===== config.mk =====
export PLATFORM = sky130hd
export DESIGN_NAME = dual_rail_fault_supervisor
export DESIGN_NICKNAME = d
export VERILOG_FILES = /design/src/supervisor_pkg.sv /design/src/bit_sync.sv /design/src/dual_rail_fault_supervisor.sv /design/src/rail_monitor.sv
export SDC_FILE = /design/constraint.sdc
export NUM_CORES = 1
export LEC_CHECK = 0
export BUFFER_PORTS_ARGS = -buffer_cell sky130_fd_sc_hd__buf_2
export CAP_MARGIN = 20
export CORE_MARGIN = 10
export CORE_UTILIZATION = 57
export CTS_BUF_LIST = sky130_fd_sc_hd__clkbuf_16
export DETAILED_ROUTE_END_ITERATION = 16
export PLACE_DENSITY = 0.83
export REMOVE_ABC_BUFFERS = 1
export SETUP_SLACK_MARGIN = 0.5
export SYNTH_ARGS = -nofsm -noshare
export SYNTH_HDL_FRONTEND = slang
export SYNTH_SLANG_ARGS = --single-unit

===== constraint.sdc =====
create_clock -name sys_clk_in -period 2.15 [get_ports sys_clk_in]
set_input_delay 0.43 -clock sys_clk_in [delete_from_list [all_inputs] [get_ports sys_clk_in]]
set_output_delay 0.43 -clock sys_clk_in [all_outputs]
set_load 0.01 [all_outputs]

===== src/supervisor_pkg.sv =====
// Constants and types shared by the dual rail fault supervisor
// Overview of operation
// - Each rail has its own power-good output from its own comparators.
// - Power-good is held low in shutdown, during soft-start and shutdown.
// - Power-good releases about 20us after soft-start if feedback is inside the window.
// - Power-good drops when feedback is 200mV off target or the controller stops.
// - In current limit power-good stays released until undervoltage is reached.
// - Thermal alert goes low when either thermistor comparator reports overtemperature.
// - Overvoltage trips above target plus 200mV, or above 1.77V in skip.
// - In skip states the fixed 1.77V level applies until output is settled.
// - Overvoltage forces low side on, high side off, external PWM tri-state.
// - The fault latch clears only on enable toggle or supply below 0.5V.
// - Undervoltage trips only after 200mV undershoot persists for about 200us.
// - Undervoltage enables discharge, latches fault, turns gates off, tri-states PWM.
// - Junction overtemperature latches fault, turns gates off, tri-states PWM.
// - After thermal fault restart waits until the junction has cooled by 15C.
// - Adaptive dead time: outside overvoltage, no gate turns on until the other is sensed off.
// - Sense inputs tied to supply at startup disable the matching phases.
// - External driver PWM outputs trigger the extra phase of each rail.
// - Acquired current is an 8-bit register, thermistor zone a 3-bit value.
// - Two register files of identical layout, one for each rail.
// - Power states two and three are skip mode; zero and one forced PWM.
// - Bias supply below 4.25V after power-on latches fault and stops both rails.
package supervisor_pkg;
  localparam int CLK_PERIOD_NS = 10;
  localparam int PG_BLANK_NS = 20000;
  localparam int PG_BLANK_CYCLES = (PG_BLANK_NS + CLK_PERIOD_NS - 1) / CLK_PERIOD_NS;
  localparam int UV_FILTER_NS = 200000;
  localparam int UV_FILTER_CYCLES = UV_FILTER_NS / CLK_PERIOD_NS;
  localparam logic [7:0] THERMAL_ZONE_ADDR = 8'h12;
  localparam logic [7:0] LOAD_CURRENT_ADDR = 8'h21;
  localparam logic [7:0] REG_RESET = 8'h00;
  localparam int ZONE_W = 3;
  localparam int CURRENT_W = 8;
  localparam int NUM_RAILS = 2;
  localparam int NUM_GATES = 3;
  localparam int NUM_EXT = 2;
  localparam logic [1:0] PS_TWO = 2'h2;
  localparam logic [1:0] PS_THREE = 2'h3;
  typedef enum logic [1:0] {PG_OFF, PG_BLANK, PG_WATCH} pg_state_e;
endpackage : supervisor_pkg


===== src/bit_sync.sv =====
// Two flip-flop synchroniser for a vector of independent levels
`timescale 1ns/1ps
module bit_sync #(
  parameter int WIDTH = 1
) (
  input wire logic sys_clk_in,
  input wire logic arst_n_in,
  input wire logic [WIDTH-1:0] async_in,
  output logic [WIDTH-1:0] sync_out
);
  logic [WIDTH-1:0] meta_q;

  always_ff @(posedge sys_clk_in or negedge arst_n_in) begin
    if (!arst_n_in) begin
      meta_q <= '0;
      sync_out <= '0;
    end else begin
      meta_q <= async_in;
      sync_out <= meta_q;
    end
  end
endmodule : bit_sync


===== src/dual_rail_fault_supervisor.sv =====
// Top level of the dual rail fault supervisor
`timescale 1ns/1ps
module dual_rail_fault_supervisor #(
  parameter int UV_CYCLES = supervisor_pkg::UV_FILTER_CYCLES
) (
  input wire logic sys_clk_in,
  input wire logic arst_n_in,
  input wire logic enable_in,
  input wire logic supply_low_in,
  input wire logic vcc_uvlo_ok_in,
  input wire logic junction_hot_in,
  input wire logic junction_cool_in,
  input wire logic thermistor_in_a_in,
  input wire logic thermistor_in_b_in,
  input wire logic sense_a_phase3_in,
  input wire logic sense_a_phase2_in,
  input wire logic sense_b_phase2_in,
  input wire logic [1:0] soft_start_done_in,
  input wire logic [1:0] fb_in_window_in,
  input wire logic [1:0] fb_under_in,
  input wire logic [1:0] fb_over_in,
  input wire logic [1:0] fb_over_fixed_in,
  input wire logic [1:0] vr_settled_in,
  input wire logic [1:0] current_limit_in,
  input wire logic [2:0] high_side_off_in,
  input wire logic [2:0] low_side_off_in,
  input wire logic [2:0] zero_cross_in,
  input wire logic [4:0] phase_pwm_in,
  input wire logic [1:0] power_state_a_in,
  input wire logic [1:0] power_state_b_in,
  input wire logic acq_valid_in,
  input wire logic [supervisor_pkg::CURRENT_W-1:0] acq_current_a_in,
  input wire logic [supervisor_pkg::CURRENT_W-1:0] acq_current_b_in,
  input wire logic [supervisor_pkg::ZONE_W-1:0] acq_zone_a_in,
  input wire logic [supervisor_pkg::ZONE_W-1:0] acq_zone_b_in,
  input wire logic reg_rail_sel_in,
  input wire logic [7:0] reg_addr_in,
  output logic power_good_rail_a_out,
  output logic power_good_rail_a_oe_out,
  output logic power_good_rail_b_out,
  output logic power_good_rail_b_oe_out,
  output logic thermal_alert_n_out,
  output logic [2:0] high_side_gate_out,
  output logic [2:0] low_side_gate_out,
  output logic [1:0] ext_driver_pwm_out,
  output logic [1:0] ext_driver_pwm_oe_out,
  output logic [1:0] discharge_out,
  output logic fault_latched_out,
  output logic [7:0] reg_rdata_out
);
  import supervisor_pkg::*;

  localparam int SYNC_W = 33;

  logic [SYNC_W-1:0] sync_raw;
  logic [SYNC_W-1:0] sync_q;
  logic en_s, sup_low_s, vcc_ok_s, jhot_s, jcool_s;
  logic tha_s, thb_s, a3_tie_s, a2_tie_s, b2_tie_s;
  logic [1:0] ss_s, win_s, under_s, over_s, ovfix_s, settled_s, climit_s;
  logic [2:0] hs_off_s, ls_off_s, zc_s;

  logic [1:0] skip, track_q, fixed_mode, ov_fault, uv_trip, pg_rel;
  logic ov_any, uv_any, therm_fault, uvlo_fault, fault_set, drive_ok;
  logic fault_q, ov_latch_q, thermal_hold_q, por_seen_q, run_q;
  logic [1:0] uv_latch_q;
  logic [2:0] phase_off_q;
  logic [2:0] gate_act, gate_skip;
  logic [1:0] ext_act;
  logic [2:0] hs_q, ls_q;
  logic [1:0] ext_q, ext_oe_q, dis_q, pg_oe_q;
  logic pg_level_q, alert_n_q;
  logic [CURRENT_W-1:0] current_q [NUM_RAILS];
  logic [ZONE_W-1:0] zone_q [NUM_RAILS];
  logic [7:0] rdata_q;

  ////////////////////////////////////////////////////////////////////////////
  // Comparator levels arrive asynchronously and are all synchronised here
  assign sync_raw = {enable_in, supply_low_in, vcc_uvlo_ok_in,
                     junction_hot_in, junction_cool_in,
                     thermistor_in_a_in, thermistor_in_b_in,
                     sense_a_phase3_in, sense_a_phase2_in, sense_b_phase2_in,
                     soft_start_done_in, fb_in_window_in, fb_under_in,
                     fb_over_in, fb_over_fixed_in, vr_settled_in,
                     current_limit_in, high_side_off_in, low_side_off_in,
                     zero_cross_in};

  bit_sync #(
    .WIDTH(SYNC_W)
  ) u_sync (
    .sys_clk_in(sys_clk_in),
    .arst_n_in(arst_n_in),
    .async_in(sync_raw),
    .sync_out(sync_q)
  );

  assign {en_s, sup_low_s, vcc_ok_s, jhot_s, jcool_s, tha_s, thb_s,
          a3_tie_s, a2_tie_s, b2_tie_s, ss_s, win_s, under_s, over_s,
          ovfix_s, settled_s, climit_s, hs_off_s, ls_off_s, zc_s} = sync_q;

  ////////////////////////////////////////////////////////////////////////////
  // Soft-start always runs forced PWM, whatever power state is requested
  assign skip[0] = (power_state_a_in == PS_TWO ||
                    power_state_a_in == PS_THREE) && ss_s[0];
  assign skip[1] = (power_state_b_in == PS_TWO ||
                    power_state_b_in == PS_THREE) && ss_s[1];

  always_ff @(posedge sys_clk_in or negedge arst_n_in) begin
    if (!arst_n_in) begin
      track_q <= 2'h0;
    end else begin
      for (int r = 0; r < NUM_RAILS; r++) begin
        if (!skip[r]) begin
          track_q[r] <= 1'b0;
        end else if (settled_s[r]) begin
          track_q[r] <= 1'b1;
        end
      end
    end
  end

  assign fixed_mode = skip & ~track_q;
  assign ov_fault = en_s ? ((fixed_mode & ovfix_s) |
                            (~fixed_mode & over_s)) : 2'h0;
  assign ov_any = |ov_fault;
  assign uv_any = |uv_trip;
  assign therm_fault = jhot_s;
  assign uvlo_fault = por_seen_q && !vcc_ok_s;
  assign fault_set = ov_any || uv_any || therm_fault || uvlo_fault;
  assign drive_ok = run_q && !fault_q && !fault_set;

  ////////////////////////////////////////////////////////////////////////////
  // A new fault wins over a clear arriving in the same cycle
  always_ff @(posedge sys_clk_in or negedge arst_n_in) begin
    if (!arst_n_in) begin
      fault_q <= 1'b0;
      ov_latch_q <= 1'b0;
      uv_latch_q <= 2'h0;
    end else if (fault_set) begin
      fault_q <= 1'b1;
      ov_latch_q <= ov_latch_q | ov_any;
      uv_latch_q <= uv_latch_q | uv_trip;
    end else if (!en_s || sup_low_s) begin
      fault_q <= 1'b0;
      ov_latch_q <= 1'b0;
      uv_latch_q <= 2'h0;
    end
  end

  always_ff @(posedge sys_clk_in or negedge arst_n_in) begin
    if (!arst_n_in) begin
      thermal_hold_q <= 1'b0;
    end else if (therm_fault) begin
      thermal_hold_q <= 1'b1;
    end else if (jcool_s) begin
      thermal_hold_q <= 1'b0;
    end
  end

  always_ff @(posedge sys_clk_in or negedge arst_n_in) begin
    if (!arst_n_in) begin
      por_seen_q <= 1'b0;
    end else if (sup_low_s) begin
      por_seen_q <= 1'b0;
    end else if (vcc_ok_s) begin
      por_seen_q <= 1'b1;
    end
  end

  always_ff @(posedge sys_clk_in or negedge arst_n_in) begin
    if (!arst_n_in) begin
      run_q <= 1'b0;
    end else begin
      run_q <= en_s && vcc_ok_s && !fault_q && !fault_set &&
               !thermal_hold_q;
    end
  end

  ////////////////////////////////////////////////////////////////////////////
  // Straps are only looked at while disabled, so they settle before startup
  always_ff @(posedge sys_clk_in or negedge arst_n_in) begin
    if (!arst_n_in) begin
      phase_off_q <= 3'h0;
    end else if (!en_s) begin
      phase_off_q <= {b2_tie_s, a2_tie_s, a3_tie_s};
    end
  end

  // Gate 0 and 1 belong to rail A, gate 2 to rail B
  assign gate_act = {1'b1, ~phase_off_q[1] & ~skip[0], 1'b1};
  assign gate_skip = {skip[1], skip[0], skip[0]};
  assign ext_act = {~phase_off_q[2] & ~skip[1],
                    ~phase_off_q[0] & ~phase_off_q[1] & ~skip[0]};

  ////////////////////////////////////////////////////////////////////////////
  rail_monitor #(
    .UV_CYCLES(UV_CYCLES)
  ) u_rail_a (
    .sys_clk_in(sys_clk_in),
    .arst_n_in(arst_n_in),
    .run_in(run_q),
    .soft_start_done_in(ss_s[0]),
    .in_window_in(win_s[0]),
    .under_in(under_s[0]),
    .over_in(over_s[0]),
    .current_limit_in(climit_s[0]),
    .pg_release_out(pg_rel[0]),
    .uv_trip_out(uv_trip[0])
  );

  rail_monitor #(
    .UV_CYCLES(UV_CYCLES)
  ) u_rail_b (
    .sys_clk_in(sys_clk_in),
    .arst_n_in(arst_n_in),
    .run_in(run_q),
    .soft_start_done_in(ss_s[1]),
    .in_window_in(win_s[1]),
    .under_in(under_s[1]),
    .over_in(over_s[1]),
    .current_limit_in(climit_s[1]),
    .pg_release_out(pg_rel[1]),
    .uv_trip_out(uv_trip[1])
  );

  ////////////////////////////////////////////////////////////////////////////
  // Overvoltage skips the dead-time wait: discharging the output comes first
  always_ff @(posedge sys_clk_in or negedge arst_n_in) begin
    if (!arst_n_in) begin
      hs_q <= 3'h0;
      ls_q <= 3'h0;
    end else begin
      for (int g = 0; g < NUM_GATES; g++) begin
        if (ov_any || ov_latch_q) begin
          hs_q[g] <= 1'b0;
          ls_q[g] <= 1'b1;
        end else if (!drive_ok || !gate_act[g]) begin
          hs_q[g] <= 1'b0;
          ls_q[g] <= 1'b0;
        end else if (phase_pwm_in[g]) begin
          hs_q[g] <= ls_off_s[g];
          ls_q[g] <= 1'b0;
        end else begin
          hs_q[g] <= 1'b0;
          ls_q[g] <= hs_off_s[g] && !(gate_skip[g] && zc_s[g]);
        end
      end
    end
  end

  always_ff @(posedge sys_clk_in or negedge arst_n_in) begin
    if (!arst_n_in) begin
      ext_q <= 2'h0;
      ext_oe_q <= 2'h0;
    end else begin
      for (int e = 0; e < NUM_EXT; e++) begin
        ext_oe_q[e] <= drive_ok && ext_act[e];
        ext_q[e] <= drive_ok && ext_act[e] && phase_pwm_in[NUM_GATES + e];
      end
    end
  end

  always_ff @(posedge sys_clk_in or negedge arst_n_in) begin
    if (!arst_n_in) begin
      dis_q <= 2'h0;
    end else begin
      dis_q <= uv_latch_q | uv_trip | {2{!en_s}};
    end
  end

  ////////////////////////////////////////////////////////////////////////////
  // Power-good is open drain: the pin level is always low, the enable pulls
  always_ff @(posedge sys_clk_in or negedge arst_n_in) begin
    if (!arst_n_in) begin
      pg_oe_q <= 2'h3;
      pg_level_q <= 1'b0;
    end else begin
      pg_oe_q <= ~pg_rel;
      pg_level_q <= 1'b0;
    end
  end

  always_ff @(posedge sys_clk_in or negedge arst_n_in) begin
    if (!arst_n_in) begin
      alert_n_q <= 1'b1;
    end else begin
      alert_n_q <= !(tha_s || thb_s);
    end
  end

  ////////////////////////////////////////////////////////////////////////////
  always_ff @(posedge sys_clk_in or negedge arst_n_in) begin
    if (!arst_n_in) begin
      for (int r = 0; r < NUM_RAILS; r++) begin
        current_q[r] <= REG_RESET;
        zone_q[r] <= ZONE_W'(REG_RESET);
      end
    end else if (acq_valid_in) begin
      current_q[0] <= acq_current_a_in;
      current_q[1] <= acq_current_b_in;
      zone_q[0] <= acq_zone_a_in;
      zone_q[1] <= acq_zone_b_in;
    end
  end

  // Unmapped addresses read as zero
  always_ff @(posedge sys_clk_in or negedge arst_n_in) begin
    if (!arst_n_in) begin
      rdata_q <= REG_RESET;
    end else if (reg_addr_in == THERMAL_ZONE_ADDR) begin
      rdata_q <= {5'h00, zone_q[reg_rail_sel_in]};
    end else if (reg_addr_in == LOAD_CURRENT_ADDR) begin
      rdata_q <= current_q[reg_rail_sel_in];
    end else begin
      rdata_q <= REG_RESET;
    end
  end

  ////////////////////////////////////////////////////////////////////////////
  assign power_good_rail_a_out = pg_level_q;
  assign power_good_rail_b_out = pg_level_q;
  assign power_good_rail_a_oe_out = pg_oe_q[0];
  assign power_good_rail_b_oe_out = pg_oe_q[1];
  assign thermal_alert_n_out = alert_n_q;
  assign high_side_gate_out = hs_q;
  assign low_side_gate_out = ls_q;
  assign ext_driver_pwm_out = ext_q;
  assign ext_driver_pwm_oe_out = ext_oe_q;
  assign discharge_out = dis_q;
  assign fault_latched_out = fault_q;
  assign reg_rdata_out = rdata_q;

  ////////////////////////////////////////////////////////////////////////////
  a_ov_safe_state: assert property (
    @(posedge sys_clk_in) disable iff (!arst_n_in)
    ov_any |=> ls_q == 3'h7 && hs_q == 3'h0 && ext_oe_q == 2'h0)
    else $error("overvoltage did not force the safe gate state");

  a_ov_fixed_level: assert property (
    @(posedge sys_clk_in) disable iff (!arst_n_in)
    en_s && skip[0] && !track_q[0] && ovfix_s[0] |=> fault_q)
    else $error("fixed overvoltage level ignored in skip mode");

  a_fault_hold: assert property (
    @(posedge sys_clk_in) disable iff (!arst_n_in)
    fault_q && en_s && !sup_low_s |=> fault_q)
    else $error("fault latch cleared without enable or supply cycle");

  a_latch_all_off: assert property (
    @(posedge sys_clk_in) disable iff (!arst_n_in)
    fault_q |=> hs_q == 3'h0 && ext_oe_q == 2'h0 && !run_q)
    else $error("a phase kept switching with the fault latch set");

  a_uv_safe_state: assert property (
    @(posedge sys_clk_in) disable iff (!arst_n_in)
    uv_trip[0] && !ov_any && !ov_latch_q
    |=> ls_q == 3'h0 && hs_q == 3'h0 && dis_q[0] && fault_q)
    else $error("undervoltage did not shut down and discharge");

  a_therm_restart: assert property (
    @(posedge sys_clk_in) disable iff (!arst_n_in)
    thermal_hold_q && !jcool_s |=> !run_q [*2])
    else $error("restart before junction cooled");

  a_dead_time: assert property (
    @(posedge sys_clk_in) disable iff (!arst_n_in)
    (hs_q & ~$past(ls_off_s)) == 3'h0)
    else $error("high side driven before low side sensed off");

  a_thermal_alert: assert property (
    @(posedge sys_clk_in) disable iff (!arst_n_in)
    tha_s || thb_s |=> !thermal_alert_n_out)
    else $error("thermal alert not asserted");

  a_phase_disable: assert property (
    @(posedge sys_clk_in) disable iff (!arst_n_in)
    phase_off_q[0] || phase_off_q[1] |=> !ext_driver_pwm_oe_out[0])
    else $error("disabled phase driven on external driver");

  a_uvlo_fault: assert property (
    @(posedge sys_clk_in) disable iff (!arst_n_in)
    por_seen_q && !vcc_ok_s |=> fault_q && hs_q == 3'h0)
    else $error("bias undervoltage did not latch the fault");

  a_zone_width: assert property (
    @(posedge sys_clk_in) disable iff (!arst_n_in)
    reg_addr_in == THERMAL_ZONE_ADDR |=> reg_rdata_out[7:3] == 5'h00)
    else $error("thermal zone register has bits above the zone");
endmodule : dual_rail_fault_supervisor


===== src/rail_monitor.sv =====
// Per rail power-good window with blanking and undervoltage filter
`timescale 1ns/1ps
module rail_monitor #(
  parameter int UV_CYCLES = supervisor_pkg::UV_FILTER_CYCLES
) (
  input wire logic sys_clk_in,
  input wire logic arst_n_in,
  input wire logic run_in,
  input wire logic soft_start_done_in,
  input wire logic in_window_in,
  input wire logic under_in,
  input wire logic over_in,
  input wire logic current_limit_in,
  output logic pg_release_out,
  output logic uv_trip_out
);
  import supervisor_pkg::*;
  localparam int BLANK_W = $clog2(PG_BLANK_CYCLES + 1);
  localparam int UV_W = $clog2(UV_CYCLES + 1);
  localparam logic [BLANK_W-1:0] BLANK_LAST = BLANK_W'(PG_BLANK_CYCLES - 1);
  localparam logic [UV_W-1:0] UV_LAST = UV_W'(UV_CYCLES - 1);

  pg_state_e state_q;
  logic [BLANK_W-1:0] blank_cnt_q;
  logic [UV_W-1:0] uv_cnt_q;
  logic pg_q, uv_q, active, over_guard, keep;

  assign active = run_in && soft_start_done_in;
  // Current limit drags the output down, so the upper bound is ignored
  assign over_guard = over_in && !current_limit_in;
  assign keep = !under_in && !over_guard;

  ////////////////////////////////////////////////////////////////////////////
  always_ff @(posedge sys_clk_in or negedge arst_n_in) begin
    if (!arst_n_in) begin
      state_q <= PG_OFF;
      blank_cnt_q <= '0;
    end else if (!active) begin
      state_q <= PG_OFF;
      blank_cnt_q <= '0;
    end else begin
      case (state_q)
        PG_OFF: begin
          state_q <= PG_BLANK;
          blank_cnt_q <= '0;
        end
        PG_BLANK: begin
          if (blank_cnt_q == BLANK_LAST) begin
            state_q <= PG_WATCH;
          end else begin
            blank_cnt_q <= blank_cnt_q + 1'b1;
          end
        end
        PG_WATCH: state_q <= PG_WATCH;
        default: state_q <= PG_OFF;
      endcase
    end
  end

  always_ff @(posedge sys_clk_in or negedge arst_n_in) begin
    if (!arst_n_in) begin
      pg_q <= 1'b0;
    end else if (!active || state_q != PG_WATCH) begin
      pg_q <= 1'b0;
    end else if (pg_q) begin
      pg_q <= keep;
    end else begin
      pg_q <= in_window_in;
    end
  end

  ////////////////////////////////////////////////////////////////////////////
  // A dip shorter than the filter restarts the count from zero
  always_ff @(posedge sys_clk_in or negedge arst_n_in) begin
    if (!arst_n_in) begin
      uv_cnt_q <= '0;
      uv_q <= 1'b0;
    end else if (!active || !under_in) begin
      uv_cnt_q <= '0;
      uv_q <= 1'b0;
    end else begin
      if (uv_cnt_q != UV_LAST) begin
        uv_cnt_q <= uv_cnt_q + 1'b1;
      end
      uv_q <= (uv_cnt_q == UV_LAST);
    end
  end

  assign pg_release_out = pg_q;
  assign uv_trip_out = uv_q;

  ////////////////////////////////////////////////////////////////////////////
  a_pg_off_low: assert property (
    @(posedge sys_clk_in) disable iff (!arst_n_in)
    !active |=> !pg_q)
    else $error("power-good released while off or in soft-start");

  a_pg_window_release: assert property (
    @(posedge sys_clk_in) disable iff (!arst_n_in)
    $rose(pg_q) |-> $past(in_window_in) && $past(state_q == PG_WATCH))
    else $error("power-good released outside window or blanking");

  a_pg_under_drop: assert property (
    @(posedge sys_clk_in) disable iff (!arst_n_in)
    pg_q && under_in |=> !pg_q)
    else $error("power-good kept during undervoltage");

  a_pg_current_limit: assert property (
    @(posedge sys_clk_in) disable iff (!arst_n_in)
    pg_q && active && state_q == PG_WATCH && !under_in && current_limit_in
    |=> pg_q)
    else $error("power-good dropped in current limit above undervoltage");

  a_uv_short_dip: assert property (
    @(posedge sys_clk_in) disable iff (!arst_n_in)
    !under_in |=> !uv_q && uv_cnt_q == '0)
    else $error("undervoltage filter not reset by recovery");

  a_uv_full_count: assert property (
    @(posedge sys_clk_in) disable iff (!arst_n_in)
    $rose(uv_q) |-> $past(uv_cnt_q) == UV_LAST && $past(under_in))
    else $error("undervoltage declared before filter time");
endmodule : rail_monitor


==> metrics.yaml <==
grt_usage_pct: 19.1
cts_tree: "yes"
post_dp_cell_area_um2: 7920
clock-sinks: 181
p_per_area_nw_per_um2: 772
skew_ns: 0.0104
syn_area_per_cell_um2: 12.4
antenna_found_initial: 0
max_freq_mhz: 567
dp_hpwl_um: 10800
irDropWorstVdd_uv: 694
layout-drive-gt1-share_pct: 33.5
tns_ns: 0
worstSetupPathType: "reg -> reg"
mappedNetlistArea_um2: 7170
r2r_end: "u_rail_b.uv_cnt_q[14]"
critPathMaxFanout: 6
hp-class: "in -> async"
yosys_warnings: 0
synthCells: 576
seqPwrFrac_pct: 52.0
num-fill-cells: 740
combPwrFrac_pct: 4.8
start_util_pct: 58.9
drt_pass1_iterations: 5
arrival_ns: 2.10
slew-limit-headroom_pct: 58.7
dominantRegCellSynth: "dfrtp_1"
synthArstFlopShare_pct: 100
status: "complete, but fails checks"
layout.nets: 801
ys_ff_latch: 181
whs_ns: -0.0109
hold_viol: 10
maxCapViolations: 0
wl_per_cell_um: 19.4
synth_top_area_share_pct: 62.2
worst_pin_slew_ns: 0.620
finalSetupViolCount: 0
power_frac_clock_pct: 43.2
crit_family: "simple AND/OR/NAND/NOR gates"
p_int_w: 0.00524
synth_most_common_cell: "dfrtp_1"
clk_path_buf_depth: 2
yosysTopAreaCell: "dfrtp_1"
core-area_um2: 12200
dieWidth_um: 132
remaining_drc_errors: 0
rows: 40
diodes: 0
htree_levels: 4
p_leak_nw: 3.96
start_kind: "flop"
grt_setup_unrepaired: "true"
drtAntennaViolNets: 0
ctsHoldBuffers: 0
cts_buffers: 17
yosysUniqueCellTypes: 66
ys_seq_area_share_pct: 63.3
grt_max_degree: 69
worst_path_max_delay_cell: "or3_1"
grt_pass1_vias: 5454
synth-edff-count: 0
die_h_um: 132
clk_pin_slew_ns: 0.07
fin_area_um2: 8960
io_buffers: 96
violations: "hold timing"
vias_per_cell: 5.89
grt_overflow: 0
yosys-top-cells-count: "178 x dfrtp_1, 48 x nor2_1, 27 x mux2_2, 27 x nand2_1, 25 x nand3_1"
worstPathRequired_ns: 2.49
finalCritPeriodShare_pct: 82.1
period_needed_ns: 1.77
grt_pass1_wl_um: 27100
clockRootBuffer: "clkbuf_16"
path_cells: "ha_2 -> and2_2 -> nand4_1 -> or3_1 -> a21oi_1"
drt-total-wl_um: 17400
p_switching_w: 0.00168
cp_num_buf_inv: 0
synth.area.top_cells: "dfrtp_1 62%, mux2_2 4.2%, mux2i_1 2.5%"
drv_slew: 0
end_kind: "flop"
insertion_delay_ns: 0.43
r2r_setup_slack_ns: 0.38
areaGrowthSynthToFinish_pct: 25.0
critical_path.max_stage_delay_ns: 0.42
gp_congestion: 0.822
r2r_cells: 5
dieArea_um2: 17500
r2r-start: "u_rail_b.uv_cnt_q[0]"
drt_iter0_markers: 476
ioPinCount: 102
vias: 5268
switching_share_pct: 24.3
[cell usage in the layout (no fill, tap or decap), types with 7 or more instances in the layout]
cell and n:
nor3_1 9, a21oi_1 23, nand3b_1 8, mux2i_1 17, xor2_1 8, nand3_1 21
or3_1 9, o21ai_0 15, mux2_2 28, nor2_1 47, buf_4 33, dfrtp_1 175
nand2_1 27, buf_2 95, nor4_1 12, inv_1 18, a31oi_1 7, xnor2_1 9
nand4_1 14, clkbuf_16 17
[logic make-up (layout without fill, tap and decap cells)]
group / Yosys count / after routing / share of synthesized area (%)
flip-flops: 181 / 181 / 63.3
AND/OR/NAND/NOR: 195 / 195 / 15.1
adder cells (fa/ha/maj): 12 / 12 / 2.10
buffers and inverters: 35 / 184 / 2.06
AO/OA/AOI/OAI: 87 / 87 / 8.15
multiplexers: 47 / 47 / 7.07
XOR/XNOR: 18 / 18 / 2.20
other: 1 / 2 / 0.0523
[final cells by class]
| cell class | count | area (um2) | area share [%] |
|---|---|---|---|
| multi-input cells | 361 | 2750 | 30.7 |
| clock inverters | 15 | 156 | 1.75 |
| flip-flops and latches | 181 | 4540 | 50.6 |
| inverters | 19 | 71.3 | 0.796 |
| repair buffers | 133 | 806 | 9.00 |
| clock buffers | 17 | 425 | 4.75 |
| well taps | 168 | 210 | 2.35 |
[how the worst max path moves through the flow]
| stage | from | end | slack [ns] | cells after the start |
|---|---|---|---|---|
| final | u_rail_b.uv_cnt_q[0] | u_rail_b.uv_cnt_q[14] | 0.38 | 5 |
| after global routing | u_rail_b.uv_cnt_q[7] | u_rail_b.uv_cnt_q[1] | 0.31 | 5 |
| after CTS | u_rail_b.uv_cnt_q[12] | u_rail_b.uv_cnt_q[1] | 0.41 | 5 |
| after detailed placement | u_rail_b.uv_cnt_q[7] | u_rail_b.uv_cnt_q[1] | 0.14 | 5 |
| after global placement | u_rail_b.uv_cnt_q[7] | u_rail_b.uv_cnt_q[1] | 0.18 | 5 |
| after floorplan | u_rail_b.uv_cnt_q[7] | u_rail_b.uv_cnt_q[13] | 0.12 | 4 |
[metal layers]
metal / global-route usage, % / part of all wire [%]
met5: 0 / 0
met1: 21.3 / 37
met4: 8.16 / 2.8
met3: 7.47 / 8.2
met2: 31.8 / 52
[power by group through the flow]
stage	clock, W	sequential, W	combinational [W]
floorplan	0	0.00364	0.000114
global placement	0	0.00365	0.000310
detailed placement	0	0.00366	0.000324
CTS	0.00303	0.00359	0.000331
global route	0.00320	0.00361	0.000371
finish	0.00299	0.00360	0.000335
[flip-flops by register name (all words and copies together), names as in the netlist, 3 cells and up]
signal and cells:
current_q 16, high_side_gate_out 3, low_side_gate_out 3, phase_off_q 3, reg_rdata_out 8, u_rail_a.blank_cnt_q 11
u_rail_a.uv_cnt_q 15, u_rail_b.blank_cnt_q 11, u_rail_b.uv_cnt_q 15, u_sync.meta_q 32, u_sync.sync_out 32, zone_q 6
[timing repair]
item,in CTS,in global routing
endpoints found under the setup margin,45,46
pin swaps,10,10
resized for setup,33,27
setup buffers,18,7
[metrics by stage]
| stage | hold slack (ns) | power (W) | std cells | utilization (%) | worst slack (ns) |
|---|---|---|---|---|---|
| after floorplan | 0.134 | 0.00375 | 561 | - | 0.123 |
| final | -0.0109 | 0.00691 | 894 | 73.7 | 0.385 |
| after detailed placement | 0.335 | 0.00398 | 837 | 65.1 | 0.141 |
| after global routing | 0.0186 | 0.00718 | 894 | 73.7 | 0.314 |
| after CTS | 0.00290 | 0.00696 | 887 | 72.1 | 0.408 |
| after global placement | 0.333 | 0.00396 | 837 | 65.1 | 0.182 |
[worst reg2reg max path: stages (launching register included)]
cell and delay (ns):
dfrtp_1 0.37, ha_2 0.22, and2_2 0.21, nand4_1 0.25, or3_1 0.42, a21oi_1 0.20
Note: power is estimated with default switching activity, not from simulation.
